### src/kbm_map.svh
// keyboard host mailbox constants: ports, bits, resets and timing.
// assumes a 10 MHz controller clock; included by its bare name.
`ifndef KBM_MAP_SVH
`define KBM_MAP_SVH

// ----
// host i/o port addresses
// ----
`define KBM_ADDR_W          16
`define KBM_ADDR_DATA       16'h0060
`define KBM_ADDR_CMD        16'h0064
`define KBM_ADDR_FAST_GATE  16'h0092
`define KBM_ADDR_BIT_TWO    2

// ----
// host status byte layout
// ----
`define KBM_ST_OBF          0
`define KBM_ST_IBF          1
`define KBM_ST_CMD          3
`define KBM_ST_UD_MASK      8'hF4
`define KBM_ST_RESET        8'h00

// ----
// fast gate and reset register
// ----
`define KBM_FG_FIXED        8'h24
`define KBM_FG_RST_BIT      0
`define KBM_FG_GATE_BIT     1
`define KBM_CFG_FG_EN_BIT   2

// ----
// keyboard/aux line drive, one bit per line, 1 pulls low
// ----
`define KBM_LINE_RESET      4'hF
`define KBM_LN_KBD_CLOCK_LINE         0
`define KBM_LN_KBD_DATA_LINE         1
`define KBM_LN_ACLK         2
`define KBM_LN_ADAT         3

// ----
// timing
// ----
`define KBM_CLK_PERIOD_NS   100
`define KBM_ALT_DELAY_NS    500
`define KBM_ALT_PULSE_NS    1000
`define KBM_RST_HOLD_REF    24
`define KBM_CNT_W           8
`define KBM_ALT_DELAY_CYC   ((`KBM_ALT_DELAY_NS + `KBM_CLK_PERIOD_NS - 1) / `KBM_CLK_PERIOD_NS)
`define KBM_ALT_PULSE_CYC   ((`KBM_ALT_PULSE_NS + `KBM_CLK_PERIOD_NS - 1) / `KBM_CLK_PERIOD_NS)

`endif

### src/kbm_pkg.sv
// types shared by the keyboard host mailbox and its alternate reset timer.
// assumes kbm_map.svh supplies the widths.
`include "kbm_map.svh"

package kbm_pkg;

    // alternate reset sequencer states
    typedef enum logic [1:0] {
        KBM_PULSE_IDLE,
        KBM_PULSE_DELAY,
        KBM_PULSE_LOW
    } kbm_pulse_state_t;

    // state of the alternate reset timer
    typedef struct packed {
        kbm_pulse_state_t          state;
        logic [`KBM_CNT_W-1:0]     count;
        logic                      rst_n;
    } kbm_pulse_st_t;

    // state of the mailbox
    typedef struct packed {
        logic [7:0] out_buf;
        logic [7:0] in_buf;
        logic       output_buffer_full;
        logic       input_buffer_full;
        logic       cmd_flag;
        logic [7:0] user_bits;
        logic       alt_gate;
        logic       alt_rst_bit;
        logic [3:0] line_drive;
        logic [3:0] line_seen;
        logic [7:0] host_rdata;
        logic [7:0] cpu_rdata;
    } kbm_state_t;

endpackage

### src/kbm_mailbox.sv
// keyboard controller host mailbox: data buffers, status byte, host
// interrupts, keyboard/aux line drive and the fast gate/reset register.
// assumes single-cycle host and cpu strobes, synchronous to clk_i, and a
// configuration register supplied from outside.
`timescale 1ns/1ns
`default_nettype none
`include "kbm_map.svh"

// What this block does
// cpu data write loads host read buffer, sets output full, raises keyboard irq
// cpu data read returns last host byte and clears input full
// status byte: output full D0, input full D1, command flag D3, user bits elsewhere
// cpu writes user bits freely; host sees them on status reads
// status is read-only to host, readable and writable by cpu
// each host data or command write copies address bit two into the command flag
// host write sets input full and cpu irq; cpu read clears both
// host read of output buffer clears output full
// controller runs from a 10 MHz clock derived from a reference
// reset must stay active at least 24 reference periods to count; the block resets asynchronously on any sys_rst_i pulse
// only hardware reset; drives four lines low, clears status and both data buffers
// fast gate register answers host only while config bit 2 is set
// fast gate reads 24h pattern on fixed bits, ignores writes there
// fast gate bit 1 drives the alternate address-20 gate level
// writing 1 to bit 0 pulses alternate reset low 1 us after 500 ns
// bit 0 clears on reset; must return to 0 before next pulse
// port 60h is data, 64h is command/status
// with flags enabled keyboard irq follows output full gated by port bit
// address-20 mask is OR of controller gate bit and alternate gate
// delay and pulse width counted on controller clock, rounded up
module kbm_mailbox
(
    input  wire logic                   clk_i,                // controller clock
    input  wire logic                   sys_rst_i,            // host bus reset, active high
    // host i/o side
    input  wire logic [`KBM_ADDR_W-1:0] host_addr_i,          // i/o address
    input  wire logic                   host_rd_i,            // read strobe
    input  wire logic                   host_wr_i,            // write strobe
    input  wire logic [7:0]             host_wdata_i,         // write data
    output logic [7:0]                  host_rdata_o,         // read data, next cycle
    output logic                        host_claim_o,         // address decoded here
    input  wire logic [7:0]             kbd_reset_gate_cfg_i, // configuration byte
    output logic                        kbd_host_irq_o,       // keyboard host irq
    output logic                        aux_host_irq_o,       // aux host irq
    // embedded cpu side
    input  wire logic                   cpu_dbb_wr_i,         // write data bus buffer
    input  wire logic                   cpu_dbb_rd_i,         // read data bus buffer
    input  wire logic                   cpu_sts_wr_i,         // write status byte
    input  wire logic                   cpu_sts_rd_i,         // read status byte
    input  wire logic [7:0]             cpu_wdata_i,          // cpu write data
    output logic [7:0]                  cpu_rdata_o,          // cpu read data, next cycle
    output logic                        cpu_cmd_flag_o,       // last host byte was command
    input  wire logic                   cpu_en_flags_i,       // enable flags mode
    input  wire logic                   cpu_ibf_irq_en_i,     // input full irq enable
    output logic                        input_full_irq_n_o,   // input full irq, low active
    input  wire logic                   port_bit_irq_kbd_i,   // keyboard irq port bit
    input  wire logic                   port_bit_irq_aux_i,   // aux irq port bit
    input  wire logic                   port_bit_addr_gate_i, // controller gate bit
    input  wire logic [3:0]             cpu_line_drive_i,     // 1 pulls a line low
    output logic [3:0]                  cpu_line_state_o,     // sampled line levels
    // keyboard and aux open-drain lines
    input  wire logic                   kbd_clock_line_i,     // keyboard clock level
    output logic                        kbd_clock_line_o,     // keyboard clock out
    output logic                        kbd_clock_line_oe_o,  // keyboard clock drive
    input  wire logic                   kbd_data_line_i,      // keyboard data level
    output logic                        kbd_data_line_o,      // keyboard data out
    output logic                        kbd_data_line_oe_o,   // keyboard data drive
    input  wire logic                   aux_clock_line_i,     // aux clock level
    output logic                        aux_clock_line_o,     // aux clock out
    output logic                        aux_clock_line_oe_o,  // aux clock drive
    input  wire logic                   aux_data_line_i,      // aux data level
    output logic                        aux_data_line_o,      // aux data out
    output logic                        aux_data_line_oe_o,   // aux data drive
    // system control
    output logic                        alt_addr20_gate_o,    // alternate address-20 gate
    output logic                        alt_cpu_reset_n_o,    // alternate cpu reset, low
    output logic                        cpu_addr20_mask_n_o   // address-20 mask to cpu
);
    import kbm_pkg::*;

    // ----
    // helpers
    // ----

    // exact port decode, shared by every host access
    function automatic logic host_hit(input logic [`KBM_ADDR_W-1:0] addr,
                                      input logic [`KBM_ADDR_W-1:0] port);
        host_hit = (addr == port);
    endfunction

    // assemble the status byte from flags and user bits
    function automatic logic [7:0] status_byte(input kbm_state_t s);
        logic [7:0] b;
        b = s.user_bits & `KBM_ST_UD_MASK;
        b[`KBM_ST_OBF] = s.output_buffer_full;
        b[`KBM_ST_IBF] = s.input_buffer_full;
        b[`KBM_ST_CMD] = s.cmd_flag;
        status_byte = b;
    endfunction

    // fast gate read value: fixed bits plus the two live bits
    function automatic logic [7:0] fast_gate_byte(input kbm_state_t s);
        logic [7:0] b;
        b = `KBM_FG_FIXED;
        b[`KBM_FG_GATE_BIT] = s.alt_gate;
        b[`KBM_FG_RST_BIT]  = s.alt_rst_bit;
        fast_gate_byte = b;
    endfunction

    // ----
    // state and decode
    // ----
    kbm_state_t st_reg;
    kbm_state_t st_next;

    logic hit_data;
    logic hit_cmd;
    logic hit_gate;
    logic gate_en;
    logic host_buf_wr;
    logic host_data_rd;
    logic host_sts_rd;
    logic gate_wr;
    logic gate_rd;
    logic alt_fire;
    logic alt_busy;

    // port decode; 60h and 64h differ only in address bit two
    assign hit_data     = host_hit(host_addr_i, `KBM_ADDR_DATA);
    assign hit_cmd      = host_hit(host_addr_i, `KBM_ADDR_CMD);
    assign hit_gate     = host_hit(host_addr_i, `KBM_ADDR_FAST_GATE);
    assign gate_en      = kbd_reset_gate_cfg_i[`KBM_CFG_FG_EN_BIT];
    assign host_buf_wr  = host_wr_i & (hit_data | hit_cmd);
    assign host_data_rd = host_rd_i & hit_data;
    assign host_sts_rd  = host_rd_i & hit_cmd;
    assign gate_wr      = host_wr_i & hit_gate & gate_en;
    assign gate_rd      = host_rd_i & hit_gate & gate_en;

    // a fresh pulse needs bit 0 to have been written back to zero first
    assign alt_fire = gate_wr & host_wdata_i[`KBM_FG_RST_BIT] & ~st_reg.alt_rst_bit;

    // claim is combinational so the bus sees it in the request cycle
    assign host_claim_o = hit_data | hit_cmd | (hit_gate & gate_en);

    // ----
    // next state
    // ----
    always_comb
    begin
        st_next = st_reg;

        // cpu to host: clear on host read first, so a same-cycle cpu write wins
        if (host_data_rd)
        begin
            st_next.output_buffer_full = 1'b0;
        end
        if (cpu_dbb_wr_i)
        begin
            st_next.out_buf = cpu_wdata_i;
            st_next.output_buffer_full     = 1'b1;
        end

        // host to cpu: cpu read clears, a same-cycle host write wins
        if (cpu_dbb_rd_i)
        begin
            st_next.input_buffer_full = 1'b0;
        end
        if (host_buf_wr)
        begin
            st_next.in_buf   = host_wdata_i;
            st_next.input_buffer_full      = 1'b1;
            st_next.cmd_flag = host_addr_i[`KBM_ADDR_BIT_TWO];
        end

        // only the user bits are cpu writable; hardware owns the flags
        if (cpu_sts_wr_i)
        begin
            st_next.user_bits = cpu_wdata_i & `KBM_ST_UD_MASK;
        end

        // cpu read port; the data read returns command or data alike
        if (cpu_dbb_rd_i)
        begin
            st_next.cpu_rdata = st_reg.in_buf;
        end
        else if (cpu_sts_rd_i)
        begin
            st_next.cpu_rdata = status_byte(st_reg);
        end

        // host read port; status has no host write path at all
        if (host_data_rd)
        begin
            st_next.host_rdata = st_reg.out_buf;
        end
        else if (host_sts_rd)
        begin
            st_next.host_rdata = status_byte(st_reg);
        end
        else if (gate_rd)
        begin
            st_next.host_rdata = fast_gate_byte(st_reg);
        end

        // fast gate register; fixed positions of the write are dropped
        if (gate_wr)
        begin
            st_next.alt_gate    = host_wdata_i[`KBM_FG_GATE_BIT];
            st_next.alt_rst_bit = host_wdata_i[`KBM_FG_RST_BIT];
        end

        // line drive follows the cpu port bits once out of reset
        st_next.line_drive = cpu_line_drive_i;
        st_next.line_seen  = {aux_data_line_i, aux_clock_line_i,
                              kbd_data_line_i, kbd_clock_line_i};
    end

    // ----
    // state register
    // ----
    // the data buffers keep their reset value only for a defined start;
    // software must not rely on their content after reset
    always_ff @(posedge clk_i or posedge sys_rst_i)
    begin
        if (sys_rst_i)
        begin
            st_reg.out_buf     <= 8'h00;
            st_reg.in_buf      <= 8'h00;
            st_reg.output_buffer_full         <= 1'b0;
            st_reg.input_buffer_full         <= 1'b0;
            st_reg.cmd_flag    <= 1'b0;
            st_reg.user_bits   <= `KBM_ST_RESET;
            st_reg.alt_gate    <= 1'b0;
            st_reg.alt_rst_bit <= 1'b0;
            st_reg.line_drive  <= `KBM_LINE_RESET;
            st_reg.line_seen   <= 4'h0;
            st_reg.host_rdata  <= 8'h00;
            st_reg.cpu_rdata   <= 8'h00;
        end
        else
        begin
            st_reg <= st_next;
        end
    end

    // ----
    // alternate cpu reset pulse
    // ----
    // a write during a running sequence cannot restart it; the timer
    // ignores fire while busy
    kbm_alt_pulse u_alt_pulse
    (
        .clk_i     (clk_i),
        .sys_rst_i (sys_rst_i),
        .fire_i    (alt_fire & ~alt_busy),
        .rst_n_o   (alt_cpu_reset_n_o),
        .busy_o    (alt_busy)
    );

    // ----
    // interrupts
    // ----
    // without enable flags the port bits drive the irqs directly
    always_comb
    begin
        if (cpu_en_flags_i)
        begin
            kbd_host_irq_o = port_bit_irq_kbd_i & st_reg.output_buffer_full;
            aux_host_irq_o = port_bit_irq_aux_i & ~st_reg.input_buffer_full;
        end
        else
        begin
            kbd_host_irq_o = port_bit_irq_kbd_i;
            aux_host_irq_o = port_bit_irq_aux_i;
        end
    end

    // cpu-side input full interrupt, cleared with the flag
    assign input_full_irq_n_o = ~(st_reg.input_buffer_full & cpu_ibf_irq_en_i);

    // ----
    // address-20 gate
    // ----
    assign alt_addr20_gate_o   = st_reg.alt_gate;
    assign cpu_addr20_mask_n_o = port_bit_addr_gate_i | st_reg.alt_gate;

    // ----
    // open-drain lines
    // ----
    // data is always low; the enable decides, so the pin only sinks
    assign kbd_clock_line_o    = 1'b0;
    assign kbd_data_line_o     = 1'b0;
    assign aux_clock_line_o    = 1'b0;
    assign aux_data_line_o     = 1'b0;
    assign kbd_clock_line_oe_o = st_reg.line_drive[`KBM_LN_KBD_CLOCK_LINE];
    assign kbd_data_line_oe_o  = st_reg.line_drive[`KBM_LN_KBD_DATA_LINE];
    assign aux_clock_line_oe_o = st_reg.line_drive[`KBM_LN_ACLK];
    assign aux_data_line_oe_o  = st_reg.line_drive[`KBM_LN_ADAT];

    // ----
    // read data and status outputs
    // ----
    assign host_rdata_o     = st_reg.host_rdata;
    assign cpu_rdata_o      = st_reg.cpu_rdata;
    assign cpu_cmd_flag_o   = st_reg.cmd_flag;
    assign cpu_line_state_o = st_reg.line_seen;

endmodule

`default_nettype wire

### src/kbm_alt_pulse.sv
// alternate cpu reset timer: waits a delay, then drives a low pulse.
// assumes fire_i is a one-cycle pulse on the controller clock.
`timescale 1ns/1ns
`default_nettype none
`include "kbm_map.svh"

module kbm_alt_pulse
(
    input  wire logic clk_i,      // controller clock
    input  wire logic sys_rst_i,  // async reset, active high
    input  wire logic fire_i,     // start one pulse
    output logic      rst_n_o,    // alternate reset, active low
    output logic      busy_o      // sequence in progress
);
    import kbm_pkg::*;

    localparam logic [`KBM_CNT_W-1:0] DELAY_CYC = `KBM_CNT_W'(`KBM_ALT_DELAY_CYC);
    localparam logic [`KBM_CNT_W-1:0] PULSE_CYC = `KBM_CNT_W'(`KBM_ALT_PULSE_CYC);
    localparam logic [`KBM_CNT_W-1:0] ONE       = `KBM_CNT_W'(1);

    kbm_pulse_st_t st_reg;
    kbm_pulse_st_t st_next;

    // ----
    // sequencer
    // ----
    // counts round up, so both minimum durations always hold
    always_comb
    begin
        st_next = st_reg;
        unique case (st_reg.state)
            KBM_PULSE_IDLE:
            begin
                if (fire_i)
                begin
                    st_next.state = KBM_PULSE_DELAY;
                    st_next.count = DELAY_CYC;
                end
            end
            KBM_PULSE_DELAY:
            begin
                if (st_reg.count == ONE)
                begin
                    st_next.state = KBM_PULSE_LOW;
                    st_next.count = PULSE_CYC;
                    st_next.rst_n = 1'b0;
                end
                else
                begin
                    st_next.count = st_reg.count - ONE;
                end
            end
            KBM_PULSE_LOW:
            begin
                if (st_reg.count == ONE)
                begin
                    st_next.state = KBM_PULSE_IDLE;
                    st_next.rst_n = 1'b1;
                end
                else
                begin
                    st_next.count = st_reg.count - ONE;
                end
            end
            default:
            begin
                st_next.state = KBM_PULSE_IDLE;
                st_next.rst_n = 1'b1;
            end
        endcase
    end

    // state register
    always_ff @(posedge clk_i or posedge sys_rst_i)
    begin
        if (sys_rst_i)
        begin
            st_reg <= '{state: KBM_PULSE_IDLE, count: '0, rst_n: 1'b1};
        end
        else
        begin
            st_reg <= st_next;
        end
    end

    assign rst_n_o = st_reg.rst_n;
    assign busy_o  = (st_reg.state != KBM_PULSE_IDLE);

endmodule

`default_nettype wire

### config.mk
export PLATFORM = sky130hd
export DESIGN_NAME = kbm_mailbox
export DESIGN_NICKNAME = d
export VERILOG_FILES = /design/src/kbm_pkg.sv /design/src/kbm_mailbox.sv /design/src/kbm_alt_pulse.sv
export VERILOG_INCLUDE_DIRS = /design/src
export SDC_FILE = /design/constraint.sdc
export NUM_CORES = 1
export LEC_CHECK = 0
export ABC_AREA = 1
export BUFFER_PORTS_ARGS = -buffer_cell sky130_fd_sc_hd__buf_4
export CORE_MARGIN = 5
export CORE_UTILIZATION = 55
export CTS_BUF_LIST = sky130_fd_sc_hd__clkbuf_8 sky130_fd_sc_hd__clkbuf_16
export CTS_CLUSTER_SIZE = 24
export DETAILED_ROUTE_END_ITERATION = 6
export GPL_TIMING_DRIVEN = 0
export PLACE_DENSITY = 0.85
export SYNTH_ARGS = -nofsm -noshare
export SYNTH_HDL_FRONTEND = slang
export SYNTH_SLANG_ARGS = --single-unit
### constraint.sdc
create_clock -name clk_i -period 3.25 [get_ports clk_i]
set_input_delay 0 -clock clk_i [delete_from_list [all_inputs] [get_ports clk_i]]
set_output_delay 0 -clock clk_i [all_outputs]
set_load 0.02 [all_outputs]
# Word-level counts from Yosys, hierarchy flattened
# Index checks and enable logic that the tools add are counted.
# classes
n_addsub	1
muxes	21
reduce_logical	10
bitwise	22
n_eq_ne	10
# op_table
operator	count
two-way mux 8 bit	7
== test 16 x 7 -> 1 bit, second input constant	2
one-hot mux 8 bit (3 select lines)	1
== test 16 x 8 -> 1 bit, second input constant	1
bitwise AND 1 bit	14
two-way mux 10 bit	1
AND reduction 3 bit	3
== test 8 x 1 -> 1 bit, second input constant	1
nonzero test 2 bit	4
subtractor 8 x 1 -> 8 bit, second input constant	1
two-way mux 1 bit	7
two-way mux 2 bit	3
inequality test 2 x 1 -> 1 bit, second input constant	3
one-hot mux 2 bit (3 select lines)	1
nonzero test 3 bit	2
inverter 1 bit	5
OR 1 bit	3
one-hot mux 1 bit (3 select lines)	1
== test 2 x 1 -> 1 bit, second input constant	1
== test 2 bit, second input constant	1
zero test 2 bit	1
inequality test 2 bit, second input constant	1
# totals
output_inout_bits	36
register_bits	61
wordCells	79

# Logic depth before layout (Yosys ltp)
# logic_depth
depth_word	8
ltp_mapped	11
mapped_depth_nobuf	11

# Modules after synthesis
# From an unflattened synthesis, not the netlist that was laid out.
# hier_totals
hier_cells	391
area_unflattened_um2	3234.4
# by_module_without_submodules
module	cells_each	area_per_inst_um2	instances	seq_area_each_um2
kbm_mailbox	276	2427.3	1	1256.2
kbm_alt_pulse	115	807.0	1	276.5

# Least setup slack after synthesis
# OpenSTA, ideal clock, no wires.
# synth_path
path_kind	reg-to-reg
startpoint	register u_alt_pulse.st_reg[9] (netlist name)
endpoint	register u_alt_pulse.st_reg[6] (netlist name)
required_time_ps	3133
setup_slack_ps	1747
t_arrival_ps	1387
setup_time_ps	117
period_less_slack_ps	1503
stages_incl_launch_ff	10
path_cell_list	dfrtp_1 > inv_1 > ha_1 > or2_2 > o21ai_2 > nand2_1 > nand2_1 > nor2_1 > nand3_1 > nand2_1
# synth_via
elab_chain_cells	5
elab_cells_between_ends	11
cone_classes	eq/ne: 4; mux: 1; bitwise: 2; reduce/logical: 4
# synth_rtl
element	line	source
start: declaration	kbm_alt_pulse.sv:21	kbm_pulse_st_t st_reg;
start signal: assignment	kbm_alt_pulse.sv:78	st_reg <= '{state: KBM_PULSE_IDLE, count: '0, rst_n: 1'b1};
start signal: assignment	kbm_alt_pulse.sv:82	st_reg <= st_next;
nonzero test 2 bit	kbm_alt_pulse.sv:87	assign busy_o = (st_reg.state != KBM_PULSE_IDLE);
inverter 1 bit	kbm_mailbox.sv:254	.fire_i (alt_fire & ~alt_busy),
bitwise AND 1 bit	kbm_mailbox.sv:254	
inequality test 2 x 1 -> 1 bit (no line)	n/a	
AND reduction 3 bit (no line)	n/a	
# Several ways; a longest one is shown, not always the timed one.
# A chain may end at the register's enable or synchronous reset.

# Worst setup path in the final report
# Ends and elaborated chain as after synthesis.

==> metrics.txt <==
Worst Hold Class=input port to flip-flop; top cell type by total area after synthesis=dfrtp_1; worst r2r dst=u_alt_pulse.st_reg[6]; clk_lat worst skew=330 ps; max_cap viols=0; H-tree depth=3; Detail Placement HPWL=5550 um; Ys Warns=0; Initial Utilization=56.4%; pin count of the biggest net entering global routing=35; Setup Viol. Count Final=0; internal power=1.42 mW; Seq cells post-synth=61; fraction of layout cells with a size suffix above 1=32.4%; commonest cells in the netlist=100 x nand2_1, 56 x dfrtp_1, 34 x inv_1; worst r2r src=u_alt_pulse.st_reg[9]; die area=7220 sq um; power per cell area=419 nW/um^2; largest cells by area after synthesis=dfrtp_1 45%, nand2_1 12%, buf_4 5.8%, dfstp_2 4.3%, inv_1 4.1%; DIE HEIGHT=84.9 um; WP data arrival=2000 ps; ys async rst share=100%; Initial DRC Count=116; Cells on Worst Hold Path=3; Mapped Cells=361; Worst VDD drop=0.000357 V; clock root cell=clkbuf_8; total power=1.83 mW; Clk pwr share=44.0%; input/output buffers=83; Least-Margin Pin Slew=727 ps; initial antenna violation count=0; worst hold slack=59.3 ps; sequential power share=43.7%; Finished Cell Area=4380 sq um; Via Count=2873; Clock Skews=8.29 ps; Cells after DPL=520; Hold Vio Cnt, Final=0; post-route ant nets=0; Sink Count=61; nets=555; Slew HR=51.5%; clk slew on worst S/H paths=70 ps; Sw Share=22.4%; number of global-route vias before repair=2979; Post-CTS Setup Bufs=0; unrepaired setup endpoints after global routing=no; Cell variety after synth=35; routed vias/inst=5.08; status=complete, no violations; DRC Markers=0; setup TNS=0 ps; syn avg cell area=8.56 sq um; R2R setup slack=1520 ps; Fillers=348; Hold EP=st_reg[28]; n_diodes=0; first-pass GRT wire length=13800 um; Yosys top cell area share=45.4%; core area=5470 sq um; DP Area=3830 sq um; Required @ worst endpoint=3520 ps; drt total wl=8230 um; placement row count=27; Non-Filler Instances=566; number of CTS-inserted buffers=9; die width=84.9 um; Largest register FFs=24; Worst R2R Path Depth=8; drt first pass iters=5; FMAX=580 MHz; dominant synthesized flop cell=dfrtp_1; Logic pwr share=12.2%; Worst setup SP type=flip-flop; CP max FO=9; GRT Util Overall=24.2%; Worst Hold Launch=cpu_sts_wr_i; Leakage=2.32 nW; Post-synth EDFFs=0; clock tree buffer depth=2; Sw Pwr=411 uW; Seq/Total Area, Yosys=49.6%; synthesis-to-layout area growth=41.7%; Synth Cell Area=3090 sq um; fin crit share=53.1%; RD Place Congestion=0.820; Crit Path Category=flip-flop to flip-flop; Top Ports=97; Tmin final=1730 ps; total grt overflow=0; Worst Setup End Kind=flip-flop; count leader, synth=nand2_1; wire length per cell=14.5 um; CTS tree=done; Final Max Tran Viols=0
-- routing by layer --
| metal | wire (um) | GRT usage (%) |
|---|---|---|
| met5 | 0 | 0 |
| met4 | 320 | 14.4 |
| met3 | 528 | 5.83 |
| met2 | 4040 | 40.6 |
| met1 | 3340 | 27.8 |
-- worst max-delay path by stage --
| stage | slack [ps] | cells after the start | startpoint | end |
|---|---|---|---|---|
| floorplan | 1750 | 1 | sys_rst_i | alt_addr20_gate_o |
| global placement | 1060 | 2 | sys_rst_i | alt_addr20_gate_o |
| detailed placement | 1530 | 8 | u_alt_pulse.st_reg[9] | u_alt_pulse.st_reg[6] |
| CTS | 1500 | 8 | u_alt_pulse.st_reg[9] | u_alt_pulse.st_reg[6] |
| global route | 1380 | 9 | u_alt_pulse.st_reg[9] | u_alt_pulse.st_reg[6] |
| finish | 1520 | 8 | u_alt_pulse.st_reg[9] | u_alt_pulse.st_reg[6] |
-- cell type report --
| class | count | area (sq um) | share of cell area (%) |
|---|---|---|---|
| Buffer | 30 | 218 | 4.97 |
| Clock buffer | 13 | 179 | 4.09 |
| Clock inverter | 3 | 65.1 | 1.49 |
| Inverter | 38 | 143 | 3.26 |
| Multi-Input combinational cell | 235 | 1210 | 27.6 |
| Sequential cell | 61 | 1530 | 35.0 |
| Tap cell | 72 | 90.1 | 2.06 |
| Timing Repair Buffer | 114 | 943 | 21.5 |
-- power by group through the flow --
stage	Sequential [mW]	Clock, mW	Combinational [mW]
floorplan	0.814	0	0.0924
global placement	0.813	0	0.181
detailed placement	0.813	0	0.189
CTS	0.800	0.814	0.222
global route	0.803	0.860	0.243
finish	0.801	0.807	0.224
-- metrics by stage --
stage / setup slack [ps] / utilization (%)
finish: 1520 / 80.0
floorplan: 1750 / -
global route: 1380 / 80.0
CTS: 1500 / 80.0
global placement: 1060 / 69.7
detailed placement: 1530 / 70.1
-- worst max-delay path, stage by stage (launching register included) --
cell,delay [ps]
dfrtp_1,380
inv_1,80
ha_1,270
or2_2,330
nor2_1,190
a21oi_4,90
nand2_2,180
nand2_1,80
nand2_1,60
-- cells in the final DEF (no fill, tap or decap), drive strengths merged --
master and count:
dlygate4sd3 30, buf 111, ha 5, nand4 4
a31oi 8, clkinv 2, o21bai 1, a21oi 3
a21boi 2, mux2 4, nor4 1, nand3 23
dfstp 5, inv 37, xor2 4, o211ai 5
nand2 106, nor2 35, xnor2 1, nor3b 1
conb 4, o21ai 19, o22ai 7, or2 2
clkbuf 16, dfrtp 56, bufinv 2
-- kinds of logic (layout without fill, tap and decap cells) --
logic type               after synthesis  count (layout)  share of synthesized area, %
XOR/XNOR                               5               5                          1.42
other                                  1               4                         0.121
adder cells (fa/ha/maj)                5               5                          2.03
AO/OA/AOI/OAI                         45              45                          9.28
buffers and inverters                 68             198                          11.7
multiplexers                           4               4                          1.46
AND/OR/NAND/NOR                      172             172                          24.4
flip-flops                            61              61                          49.6
-- timing repair --
action,CTS,global route
setup endpoints to repair,0,0
hold buffers,30,0
gates resized for setup,0,0
endpoints found under the hold margin,61,0
Note: power is estimated with default switching activity, not from simulation.
